===== src/hw/ext_port_pkg.sv =====
package ext_port_pkg;

   localparam int addr_width = 16;
   localparam int data_width = 24;
   localparam int mode_bus_bit = 7;
   localparam logic [15:0] addr_reset = 16'h0000;
   localparam logic [23:0] data_reset = 24'h000000;

   typedef enum logic [2:0] {
      st_idle = 3'b000,
      st_access = 3'b001,
      st_finish = 3'b010,
      st_release = 3'b011,
      st_granted = 3'b100
   } port_state_type;

   // Request from the core for one external access
   typedef struct packed {
      logic valid;
      logic write;
      logic program_space;
      logic y_space;
      logic [15:0] addr;
      logic [23:0] wdata;
   } core_req_type;

   // Strobe levels as driven on the pins, active low except X/Y select (high for X)
   typedef struct packed {
      logic program_space_select_n;
      logic data_space_select_n;
      logic xy_select;
      logic read_strobe_n;
      logic write_strobe_n;
   } strobe_type;

   localparam strobe_type strobe_idle = 5'h1f;

endpackage : ext_port_pkg


===== src/hw/external_memory_port_bus.sv =====
`timescale 1ns/1ns

// What this block does
// - Drive the 16-bit address bus for every external access.
// - Hold the address bus steady while no external space is accessed.
// - Provide a 24-bit bidirectional data bus for reads and writes.
// - Float the whole data bus while bus grant is asserted.
// - Assert program space select only for external program memory cycles.
// - Assert data space select only for external data memory cycles.
// - Drive X/Y select to mark which data space is referenced.
// - Float program, data and X/Y selects during reset.
// - Assert active-low read strobe for reads; float it during reset.
// - Assert active-low write strobe for writes; float it during reset.
// - Mode bit 7 clear: on bus request float port after access, then grant.
// - Mode bit 7 set: stretch access while wait is asserted; pulse bus strobe.
module external_memory_port_bus (
   input wire logic clk_sys,
   input wire logic nrst,
   input wire logic mode_bus_wait,
   input wire ext_port_pkg::core_req_type core_req,
   output logic core_ready,
   output logic core_done,
   output logic [23:0] core_rdata,
   output logic [15:0] ext_addr_bus,
   output logic ext_addr_bus_oe_n,
   input wire logic [23:0] ext_data_bus_in,
   output logic [23:0] ext_data_bus,
   output logic ext_data_bus_oe_n,
   output ext_port_pkg::strobe_type strobes,
   output logic strobes_oe_n,
   input wire logic bus_request_n,
   input wire logic wait_request_n,
   output logic bus_grant_n,
   output logic bus_strobe_n,
   output logic bg_bs_oe_n
);

   ext_port_pkg::port_state_type state;
   ext_port_pkg::port_state_type next_state;
   ext_port_pkg::core_req_type cur;
   ext_port_pkg::core_req_type next_cur;
   logic [1:0] req_sync;
   logic [1:0] wait_sync;
   logic [1:0] next_req_sync;
   logic [1:0] next_wait_sync;
   logic [15:0] next_addr;
   logic next_addr_oe_n;
   logic next_data_oe_n;
   logic next_strobes_oe_n;
   logic next_bg_bs_oe_n;
   logic [23:0] next_wdata;
   logic [23:0] next_rdata;
   ext_port_pkg::strobe_type next_strobes;
   logic next_grant_n;
   logic next_bstrobe_n;
   logic next_ready;
   logic next_done;
   logic request_seen;
   logic wait_seen;

   // Pin levels for one access; only one space select can fall
   function automatic ext_port_pkg::strobe_type access_strobes(
      input ext_port_pkg::core_req_type req
   );
      ext_port_pkg::strobe_type s;
      s = ext_port_pkg::strobe_idle;
      s.program_space_select_n = !req.program_space;
      s.data_space_select_n = req.program_space;
      s.xy_select = !req.y_space;
      s.read_strobe_n = req.write;
      s.write_strobe_n = !req.write;
      return s;
   endfunction : access_strobes

   // Pins from the outside world: two flops before use
   // The first stage may be metastable; only the second is read
   always_comb begin
      next_req_sync = {req_sync[0], bus_request_n};
      next_wait_sync = {wait_sync[0], wait_request_n};
   end

   always_ff @(posedge clk_sys or negedge nrst) begin
      if (!nrst) begin
         req_sync <= 2'h3;
         wait_sync <= 2'h3;
      end else begin
         req_sync <= next_req_sync;
         wait_sync <= next_wait_sync;
      end
   end

   // Mode bit comes from core logic on this clock, so it is not synced
   assign request_seen = !req_sync[1] && !mode_bus_wait;
   assign wait_seen = !wait_sync[1] && mode_bus_wait;

   always_comb begin
      next_state = state;
      next_cur = cur;
      next_addr = ext_addr_bus;
      next_addr_oe_n = ext_addr_bus_oe_n;
      next_data_oe_n = 1'b1;
      next_wdata = ext_data_bus;
      next_rdata = core_rdata;
      // Strobes and grant return to idle unless a branch says otherwise
      next_strobes = ext_port_pkg::strobe_idle;
      next_strobes_oe_n = strobes_oe_n;
      next_bg_bs_oe_n = 1'b0;
      next_grant_n = 1'b1;
      next_bstrobe_n = 1'b1;
      next_ready = 1'b0;
      next_done = 1'b0;
      unique case (state)
         ext_port_pkg::st_idle: begin
            // Out of reset the control pins start driving
            next_addr_oe_n = 1'b0;
            next_strobes_oe_n = 1'b0;
            // Bus request wins over a pending core request
            if (request_seen) begin
               next_state = ext_port_pkg::st_release;
            end else if (core_req.valid && core_ready) begin
               next_cur = core_req;
               next_state = ext_port_pkg::st_access;
               next_addr = core_req.addr;
               next_wdata = core_req.wdata;
               next_data_oe_n = !core_req.write;
               next_strobes = access_strobes(core_req);
               next_bstrobe_n = !mode_bus_wait;
            end else begin
               next_ready = 1'b1;
            end
         end

         ext_port_pkg::st_access: begin
            // Wait passes the synchroniser, so it stretches two cycles late
            next_data_oe_n = !cur.write;
            next_strobes = strobes;
            next_bstrobe_n = bus_strobe_n;
            if (!wait_seen) begin
               next_state = ext_port_pkg::st_finish;
            end
         end

         ext_port_pkg::st_finish: begin
            // A request raised mid-access waits for this boundary
            // Address is held, not cleared, to save toggles
            if (!cur.write) begin
               next_rdata = ext_data_bus_in;
            end
            next_done = 1'b1;
            next_ready = !request_seen;
            next_state = ext_port_pkg::st_idle;
         end

         ext_port_pkg::st_release: begin
            // Float first, grant a cycle later, so two masters never overlap
            next_addr_oe_n = 1'b1;
            next_strobes_oe_n = 1'b1;
            next_state = ext_port_pkg::st_granted;
         end
         ext_port_pkg::st_granted: begin
            next_addr_oe_n = 1'b1;
            next_strobes_oe_n = 1'b1;
            // Grant only after the port is already floated
            next_grant_n = !request_seen;
            if (!request_seen) begin
               next_state = ext_port_pkg::st_idle;
            end
         end

         default: begin
            // Illegal codes fall back to idle
            next_state = ext_port_pkg::st_idle;
         end
      endcase
   end

   // Every output comes straight from these flops
   always_ff @(posedge clk_sys or negedge nrst) begin
      if (!nrst) begin
         // Pins float until the first edge after reset
         state <= ext_port_pkg::st_idle;
         cur <= '0;
         ext_addr_bus <= ext_port_pkg::addr_reset;
         ext_addr_bus_oe_n <= 1'b1;
         ext_data_bus <= ext_port_pkg::data_reset;
         ext_data_bus_oe_n <= 1'b1;
         core_rdata <= ext_port_pkg::data_reset;
         strobes <= ext_port_pkg::strobe_idle;
         strobes_oe_n <= 1'b1;
         bg_bs_oe_n <= 1'b1;
         bus_grant_n <= 1'b1;
         bus_strobe_n <= 1'b1;
         core_ready <= 1'b0;
         core_done <= 1'b0;
      end else begin
         state <= next_state;
         cur <= next_cur;
         ext_addr_bus <= next_addr;
         ext_addr_bus_oe_n <= next_addr_oe_n;
         ext_data_bus <= next_wdata;
         ext_data_bus_oe_n <= next_data_oe_n;
         core_rdata <= next_rdata;
         strobes <= next_strobes;
         strobes_oe_n <= next_strobes_oe_n;
         bg_bs_oe_n <= next_bg_bs_oe_n;
         bus_grant_n <= next_grant_n;
         bus_strobe_n <= next_bstrobe_n;
         core_ready <= next_ready;
         core_done <= next_done;
      end
   end

endmodule : external_memory_port_bus


===== config.mk =====
export PLATFORM = sky130hd
export DESIGN_NAME = external_memory_port_bus
export DESIGN_NICKNAME = d
export VERILOG_FILES = /design/src/hw/ext_port_pkg.sv /design/src/hw/external_memory_port_bus.sv
export SDC_FILE = /design/constraint.sdc
export NUM_CORES = 1
export LEC_CHECK = 0
export ABC_AREA = 1
export BUFFER_PORTS_ARGS = -buffer_cell sky130_fd_sc_hd__buf_2
export CAP_MARGIN = 20
export CORE_ASPECT_RATIO = 0.9
export CORE_MARGIN = 8
export CORE_UTILIZATION = 40
export DETAILED_ROUTE_END_ITERATION = 7
export PLACE_DENSITY = 0.76
export SLEW_MARGIN = 40
export SYNTH_ARGS = -nofsm -noshare
export SYNTH_HDL_FRONTEND = slang
export SYNTH_SLANG_ARGS = --single-unit

===== constraint.sdc =====
create_clock -name clk_sys -period 3.92 [get_ports clk_sys]
set_clock_uncertainty 0.05 [all_clocks]
set_input_delay 0.588 -clock clk_sys [delete_from_list [all_inputs] [get_ports clk_sys]]
set_output_delay 0.588 -clock clk_sys [all_outputs]
set_load 0.02 [all_outputs]

==> flow_metrics.py, run 1 <==
metrics = {
    "logic_synthesis": {
        "synthesis.area_mm2": 0.00337,
        "ys_warn_count": 0,
        "synth_area_per_cell_um2": 9.45,
        "ys_seq_area_share_pct": 63.0,
        "synth.net_count": 429,
        "synth.distinct_cells": 23,
        "synth_seq_cells": 84,
        "netlist_instances": 356,
    },
    "route": {
        "via_per_inst": 4.74,
        "drc_errors": 0,
        "drt-total-wl_um": 8710,
        "drt_iter0_drc": 139,
        "routedWlPerCell_um": 14.5,
        "dr.pass1.iters": 4,
        "vias": 2848,
        "postRouteAntennaNets": 0,
    },
    "floorplan": {
        "ioPinCount": 150,
        "die_h_um": 103,
        "die-area_mm2": 0.0116,
        "rows": 31,
        "core-area_mm2": 0.00811,
        "die_width_um": 113,
        "start_util_pct": 41.5,
    },
    "grt": {
        "grt_first_pass_wirelength_um": 14200,
        "grt_use_total_pct": 15.3,
        "grt_pass1_vias": 2943,
        "antenna_found_initial": 0,
        "grt_max_degree": 85,
        "gr-total-overflow": 0,
    },
    "finish": {
        "diodes": 0,
        "area_growth_syn_to_layout_pct": 28.7,
        "instances_no_fill": 601,
        "layout.nets": 570,
        "layout-drive-gt1-share_pct": 38.0,
        "final_core_util_pct": 53.4,
    },
    "min_path": {
        "worstHoldPathType": "in -> async",
    },
    "pwr": {
        "leakagePower_nw": 2.44,
        "ir_drop_mv": 0.352,
        "p_per_area_mw_per_mm2": 859,
        "finalPower_mw": 3.72,
    },
    "clocking": {
        "clkTransAtPathRegs_ns": 0.08,
        "cts_tree": "yes",
        "numCtsBuffers": 9,
        "cts_resized": 0,
        "clk_latency_ns": 0.33,
        "cts-hold-fix-buffers": 0,
        "htreeDepth": 3,
        "post_cts_buffers": 0,
        "cts.sinks": 84,
        "clockRootBuffer": "clkbuf_8",
        "cts_max_path_buffers": 2,
    },
    "timing": {
        "slew_viol_final": 0,
        "rsz0062_at_grt": "false",
        "period_needed_ns": 1.77,
        "slew-limit-headroom_pct": 52.5,
        "finalSetupViolCount": 0,
        "fin_crit_sh_pct": 45.2,
        "tightest_slew_ns": 0.708,
        "hold_violations": 0,
        "max_freq_ghz": 0.565,
        "timing.setup.tns_ns": 0,
    },
    "outcome": {
        "status": "finished clean",
    },
    "placement": {
        "dp.cells": 585,
        "place_congestion": 0.766,
        "dpl.hpwl_um": 6220,
        "port-buffer-count": 149,
    },
    "critical_path": {
        "critPathKind": "reg -> reg",
        "reg2reg_from": "cur[42]$_DFFE_PN0P_",
        "r2r_end": "core_rdata[8]$_DFFE_PN0P_",
        "path_max_fanout": 25,
        "required_ns": 4.15,
        "crit_start": "cur[42]$_DFFE_PN0P_",
        "crit_end": "core_rdata[8]$_DFFE_PN0P_",
        "rr_worst_depth": 4,
        "end_kind": "flop",
        "r2r_slack_ns": 2.15,
        "start_kind": "flop",
        "cp.arrival_ns": 2.00,
    },
    "run": {
        "maxCapViolations": 0,
    },
}
[where the power goes]
part | switching, mW | internal (mW) | total (mW)
Sequential | 0.191 | 1.24 | 1.43
Clock | 0.299 | 0.395 | 0.693
Combinational | 1.12 | 0.478 | 1.59
[cell type report]
type | count | area, um2
repair buffers | 151 | 769
clock buffers | 11 | 151
well taps | 99 | 124
fillers | 740 | 3780
flip-flops and latches | 84 | 2120
clock inverters | 5 | 83.8
multi-input cells | 245 | 1060
inverters | 6 | 22.5
[flip-flops by register name, summed over array words and instances, names as in the netlist]
signal and count:
strobes 5, ext_addr_bus 16, ext_data_bus_oe_n 1, ext_data_bus 24
core_rdata 24, bg_bs_oe_n 1, wait_sync 2, bus_strobe_n 1
strobes_oe_n 1, req_sync 2, bus_grant_n 1, core_ready 1
core_done 1, state 3, cur 1
[worst min-delay path by stage]
| stage | slack (ns) | end | cells after the start | start |
|---|---|---|---|---|
| after floorplan | 0.24 | core_done$_DFF_PN0_ | 0 | nrst |
| after global placement | 0.30 | req_sync[1]$_DFF_PN1_ | 0 | req_sync[0]$_DFF_PN1_ |
| after detailed placement | 0.30 | wait_sync[1]$_DFF_PN1_ | 0 | wait_sync[0]$_DFF_PN1_ |
| after CTS | 0.25 | ext_data_bus[21]$_DFFE_PN0P_ | 1 | nrst |
| after global routing | 0.26 | ext_data_bus[22]$_DFFE_PN0P_ | 1 | nrst |
| final | 0.19 | ext_data_bus[21]$_DFFE_PN0P_ | 1 | nrst |
[cells by family after synthesis]
logic type | Yosys count | share of synthesized area [%]
DFF | 84 | 63.0
AOI/OAI and AO/OA | 8 | 1.23
and+or+nand+nor | 236 | 29.9
other | 1 | 0.111
buffers and inverters | 27 | 5.84
[metal layers]
metal | GRT usage [%] | vias to the layer above | share of wire, %
li1 | - | 1418 | -
met4 | 4.66 | 0 | 0.29
met5 | 0 | - | 0
met2 | 25.5 | 100 | 49
met3 | 6.56 | 2 | 8.4
met1 | 17.5 | 1328 | 42
[cell usage after synthesis, drive strengths merged]
library cell  instances  share of area [%]
nand3                68                 10
clkbuf                2               0.22
a21oi                 4               0.59
buf                  19                4.9
o22ai                 1               0.19
inv                   5               0.56
clkinv                1               0.11
nor3                  3               0.45
conb                  1               0.11
o21ai                 3               0.45
dfrtp                70                 52
nand2               145                 17
dfstp                14                 11
nand4                 1               0.19
nor2                 19                2.6
[placed cells by master (no fill, tap or decap)]
cell,instances
inv_1,2
nor2_4,2
dfrtp_1,70
a21oi_1,4
nor3_1,3
dfstp_2,14
clkbuf_8,12
clkinv_4,1
buf_4,2
nand2_1,142
o21ai_0,3
o22ai_1,1
nand2_4,2
nand4_1,1
conb_1,1
buf_2,148
inv_2,3
bufinv_16,2
nand2_2,1
nor2_1,15
nand3_1,68
nor2_2,2
clkinvlp_4,2
clkinv_1,1
[worst max-delay path, stage by stage (launching register included)]
cell and delay [ns]:
dfrtp_1 0.38, clkinv_1 0.57, nand2_4 0.51, nand2_1 0.12
nand2_1 0.08
[per-stage QoR]
step | setup WS (ns) | hold WS, ns | area, um2
6_report | 2.15 | 0.190 | 4330
2_1_floorplan | 2.49 | 0.242 | 3370
4_1_cts | 2.12 | 0.255 | 4320
3_5_place_dp | 1.95 | 0.297 | 4090
5_1_grt | 1.96 | 0.259 | 4330
3_3_place_gp | 2.00 | 0.296 | 4080
Note: power is estimated with default switching activity, not from simulation.
==> run 2: changes to the inputs <==
ABC_AREA = 0   (was 1)
clock period = 1.8 ns   (was 3.92 ns; I/O delays follow)
==> flow_metrics.py, run 2 <==
metrics = {
    "critical_path": {
        "path_cells": "nand3b_4 -> nor4_4 -> buf_12 -> mux2_2",
        "max_stage_delay_ns": 0.38,
        "rr_worst_depth": 4,
        "start_kind": "flop",
        "required_ns": 1.98,
        "r2r_end": "ext_addr_bus[15]$_DFFE_PN0P_",
        "critPathSlowestCell": "dfrtp_1",
        "cp.arrival_ns": 1.89,
        "critPathKind": "reg -> reg",
        "r2r_slack_ns": 0.08,
        "path_max_fanout": 45,
        "reg2reg_from": "state[1]$_DFFE_PN0P_",
        "end_kind": "flop",
    },
    "logic_synthesis": {
        "synth.net_count": 272,
        "synth-compound-area-share_pct": 2.51,
        "synth_edf_count": 0,
        "synthesis.area_mm2": 0.00319,
        "synthTopCellsByCount": "dfrtp_1, mux2_2, dfstp_2",
        "synth-simple-area-share_pct": 4.95,
        "synthXorXnorAreaFrac_pct": 0,
        "post-synth-top-count-cell": "dfrtp_1",
        "ys_seq_area_share_pct": 66.5,
        "synth_seq_cells": 84,
        "ys_warn_count": 0,
        "synth_top_flop_cell": "dfrtp_1",
        "synthAdderAreaFrac_pct": 0,
        "async_flop_share_pct": 100,
        "yosys-top-cells-area": "dfrtp_1, mux2_2, dfstp_2",
        "netlist_instances": 199,
        "synth_top_area_cell": "dfrtp_1",
        "yosysTopAreaCellShare_pct": 55.0,
        "synth_top_family_by_area": "multiplexers",
        "synth_area_per_cell_um2": 16.0,
        "muxShareOfSynthArea_pct": 23.0,
        "synth.distinct_cells": 29,
    },
    "route": {
        "postRouteAntennaNets": 0,
        "drt_iter0_drc": 44,
        "drc_errors": 0,
        "via_per_inst": 4.67,
        "dr.pass1.iters": 4,
        "routedWlPerCell_um": 16.1,
        "vias": 2167,
        "drt-total-wl_um": 7460,
    },
    "min_path": {
        "hold_path_depth": 2,
        "worstHoldPathType": "in -> reg",
        "whs_endpoint": "ext_data_bus[7]$_DFFE_PN0P_",
        "hold_start": "core_req[7]",
    },
    "finish": {
        "reg_top3": "core_rdata: 24 flops, ext_data_bus: 24 flops, ext_addr_bus: 16 flops",
        "layout.nets": 433,
        "fillers": 685,
        "final_common_cell": "buf_2",
        "diodes": 0,
        "layout-drive-gt1-share_pct": 68.8,
        "area_growth_syn_to_layout_pct": 36.3,
        "final_cell_mix": "buf_2, dfrtp_1, mux2_2",
    },
    "timing": {
        "finalSetupViolCount": 0,
        "max_freq_ghz": 0.583,
        "fin_crit_sh_pct": 95.3,
        "slew_viol_final": 0,
        "period_needed_ns": 1.72,
        "setup_ws_ns": 0.0840,
        "hold_violations": 0,
        "rsz0062_at_grt": "true",
    },
    "placement": {
        "place_worst_setup_slack_ns": 0.0850,
        "port-buffer-count": 149,
        "dpl.hpwl_um": 5650,
        "place_congestion": 0.762,
    },
    "clocking": {
        "clk_latency_ns": 0.34,
        "cts_max_path_buffers": 2,
        "cts_tree": "yes",
        "numCtsBuffers": 9,
        "cts_resized": 0,
        "clkTransAtPathRegs_ns": 0.08,
        "clockRootBuffer": "clkbuf_8",
        "htreeDepth": 3,
        "cts.sinks": 84,
    },
    "run": {
        "maxCapViolations": 0,
    },
    "grt": {
        "grt_first_pass_wirelength_um": 12200,
        "grt_use_total_pct": 14.1,
        "gr-total-overflow": 0,
        "grt_pass1_vias": 2506,
        "antenna_found_initial": 0,
        "grt_max_degree": 85,
    },
    "floorplan": {
        "rows": 31,
        "die_h_um": 101,
        "die-area_mm2": 0.0111,
        "ioPinCount": 150,
        "die_width_um": 110,
        "start_util_pct": 40.5,
        "core-area_mm2": 0.00787,
    },
    "pwr": {
        "p_per_area_mw_per_mm2": 1870,
        "ir_drop_mv": 0.834,
        "leakagePower_nw": 2.10,
        "finalPower_mw": 8.13,
    },
    "outcome": {
        "status": "finished clean",
    },
}
## run 2: kinds of logic (layout without fill, tap and decap cells)
logic type	count (synthesis)	after routing
flip-flops	84	84
multiplexers	65	65
AND/OR/NAND/NOR	24	24
buffers and inverters	13	179
AO/OA/AOI/OAI	12	12
other	1	1
## run 2: power breakdown
part           internal, mW  switching, mW  total [mW]  leakage [nW]
clock network         0.763          0.659        1.42         0.113
registers              2.76          0.439        3.20         0.985
logic                  1.55           1.95        3.50          1.00
total                  5.08           3.05        8.13          2.10
## run 2: through the flow
step	utilization [%]	hold slack, ns	setup TNS [ns]	cell area, um2	instances
after floorplan	-	-0.0756	-0.765	3190	199
after global placement	51.7	0.284	0	4070	443
after detailed placement	51.7	0.284	0	4070	443
after CTS	55.1	0.0627	0	4340	464
after global routing	55.1	0.0652	-0.00281	4340	464
final	55.1	0.0898	0	4340	464
## run 2: worst max-delay path by stage
stage / from / end / slack (ns) / cells after the start
after floorplan: state[1]$_DFFE_PN0P_ / ext_addr_bus[0]$_DFFE_PN0P_ / -0.02 / 4
after global placement: state[1]$_DFFE_PN0P_ / ext_addr_bus[3]$_DFFE_PN0P_ / 0.12 / 4
after detailed placement: state[1]$_DFFE_PN0P_ / ext_addr_bus[7]$_DFFE_PN0P_ / 0.08 / 4
after CTS: state[1]$_DFFE_PN0P_ / ext_data_bus[18]$_DFFE_PN0P_ / 0.07 / 4
after global routing: state[1]$_DFFE_PN0P_ / ext_data_bus[15]$_DFFE_PN0P_ / -0.003 / 4
final: state[1]$_DFFE_PN0P_ / ext_addr_bus[15]$_DFFE_PN0P_ / 0.08 / 4
## run 2: final cells by class
class	count	area [um2]	share of cell area (%)
sequential	84	2120	48.8
multi-input combinational	102	980	22.6
timing repair buffer	161	888	20.5
clock buffer	12	165	3.80
tap	99	124	2.85
clock inverter	4	56.3	1.30
inverter	2	7.51	0.173
## run 2: timing repair
action,in CTS,in global routing
hold buffers,5,0
endpoints found under the setup margin,0,1
endpoints found under the hold margin,74,0
buffers inserted,0,0
## run 2: metal layers
metal	vias up	global-route usage, %	wire [um]
met2	84	24.6	3920
met5	-	0	0
met3	8	6.97	751
met4	0	4.05	74
li1	1016	-	-
met1	1059	14.5	2720
## run 2: critical path, delay by kind of cell, from the launching register on
family	cells	cell delay, ns
AND/OR/NAND/NOR	2	0.48
flip-flops	1	0.38
multiplexers	1	0.37
buffers and inverters	1	0.28
==> run 3: changes to the inputs <==
CELL_PAD_IN_SITES_DETAIL_PLACEMENT = 1   (was default)
CELL_PAD_IN_SITES_GLOBAL_PLACEMENT = 2   (was default)
CORE_UTILIZATION = 30   (was 40)
PLACE_DENSITY = 0.86   (was 0.76)
==> flow_metrics.py, run 3 (synthesized netlist as in run 2, its figures left out) <==
metrics = {
    "critical_path": {
        "r2r_slack_ns": 0.08,
        "required_ns": 1.96,
        "path_max_fanout": 17,
        "path_buf_inv": 2,
        "crit_family": "flip-flops",
        "critPathSlowestCell": "dfstp_2",
        "critPathKind": "reg -> reg",
        "cp.arrival_ns": 1.89,
        "end_kind": "flop",
        "path_cells": "nor2_1 -> nor4_4 -> buf_6 -> clkbuf_16 -> mux2_2",
        "start_kind": "flop",
        "max_stage_delay_ns": 0.52,
    },
    "timing": {
        "hold_violations": 0,
        "period_needed_ns": 1.72,
        "rsz0062_at_grt": "false",
        "hold_ws_ns": 0.0285,
        "slew_viol_final": 0,
        "finalSetupViolCount": 0,
        "fin_crit_sh_pct": 95.8,
        "max_freq_ghz": 0.580,
        "setup_ws_ns": 0.0765,
    },
    "grt": {
        "grt_max_degree": 46,
        "grt_first_pass_wirelength_um": 13800,
        "antenna_found_initial": 0,
        "grt_use_total_pct": 12.2,
        "gr-total-overflow": 0,
        "grt_pass1_vias": 2599,
    },
    "finish": {
        "instances_no_fill": 496,
        "reg_top3": "core_rdata: 24 flops, ext_data_bus: 24 flops, ext_addr_bus: 16 flops",
        "final_cell_mix": "buf_2, dfrtp_1, mux2_2",
        "layout-drive-gt1-share_pct": 69.5,
        "layout.nets": 435,
        "final_common_cell": "buf_2",
        "area_growth_syn_to_layout_pct": 41.6,
        "diodes": 0,
    },
    "route": {
        "drt_iter0_drc": 83,
        "drc_errors": 0,
        "drt-total-wl_um": 8670,
        "routedWlPerCell_um": 17.5,
        "vias": 2229,
        "via_per_inst": 4.49,
        "dr.pass1.iters": 2,
        "postRouteAntennaNets": 0,
    },
    "clocking": {
        "clk_latency_ns": 0.32,
        "numCtsBuffers": 9,
        "htreeDepth": 3,
        "clockRootBuffer": "clkbuf_16",
        "cts_max_path_buffers": 2,
        "clkTransAtPathRegs_ns": 0.06,
        "cts_tree": "yes",
        "cts.sinks": 84,
    },
    "floorplan": {
        "start_util_pct": 31.0,
        "core-area_mm2": 0.0103,
        "die-area_mm2": 0.0142,
        "die_h_um": 114,
        "rows": 35,
        "die_width_um": 125,
        "ioPinCount": 150,
    },
    "placement": {
        "dp.cells": 475,
        "port-buffer-count": 149,
        "dpl.hpwl_um": 6680,
        "place_congestion": 0.765,
        "place_worst_setup_slack_ns": 0.0279,
    },
    "outcome": {
        "status": "finished clean",
    },
    "pwr": {
        "leakagePower_nw": 2.16,
        "p_per_area_mw_per_mm2": 1940,
        "ir_drop_mv": 0.869,
        "finalPower_mw": 8.75,
    },
    "run": {
        "maxCapViolations": 0,
    },
    "min_path": {
        "worstHoldPathType": "in -> reg",
    },
}
[run 3: area by class of cell]
| type | count | area [um2] |
|---|---|---|
| Fill cell | 1086 | 5780 |
| Clock buffer | 11 | 233 |
| Multi-Input combinational cell | 102 | 985 |
| Clock inverter | 5 | 76.3 |
| Timing Repair Buffer | 163 | 923 |
| Inverter | 2 | 7.51 |
| Tap cell | 129 | 161 |
| Sequential cell | 84 | 2120 |
[run 3: power breakdown]
part	internal (mW)	total, mW	switching (mW)
sequential	2.77	3.24	0.465
clock	1.21	1.92	0.712
combinational	1.59	3.59	2.00
total	5.57	8.75	3.18
[run 3: path summary, 6_finish.rpt]
path | startpoint | depth (start not counted) | to
setup reg to reg | req_sync[1]$_DFF_PN1_ | 5 | ext_addr_bus[0]$_DFFE_PN0P_
setup / recovery | req_sync[1]$_DFF_PN1_ | 5 | ext_addr_bus[0]$_DFFE_PN0P_
min in group asynchronous | nrst | 2 | ext_data_bus[1]$_DFFE_PN0P_
hold reg to reg | req_sync[0]$_DFF_PN1_ | 0 | req_sync[1]$_DFF_PN1_
hold / removal | core_req[40] | 2 | strobes[2]$_DFFE_PN1N_
max in group asynchronous | nrst | 3 | wait_sync[1]$_DFF_PN1_
[run 3: stage by stage]
stage	util [%]	setup TNS [ns]	instance area, um2
2_1_floorplan	-	-0.765	3190
3_3_place_gp	40.1	0	4120
3_5_place_dp	40.1	0	4120
4_1_cts	43.4	0	4460
5_1_grt	43.8	0	4510
6_report	43.8	0	4510
[run 3: repair_timing]
action,CTS,global route
setup buffers,0,1
hold endpoints to repair,19,0
setup endpoints to repair,0,64
hold buffers,3,0
gates resized for setup,0,5
[run 3: per-layer routing]
metal  wire length [um]  vias up  GRT usage, %
met2               4650       78          21.6
li1                   -     1017             -
met4                 43        0          3.69
met5                  0        -             0
met3                710        6          5.47
met1               3270     1128          12.7
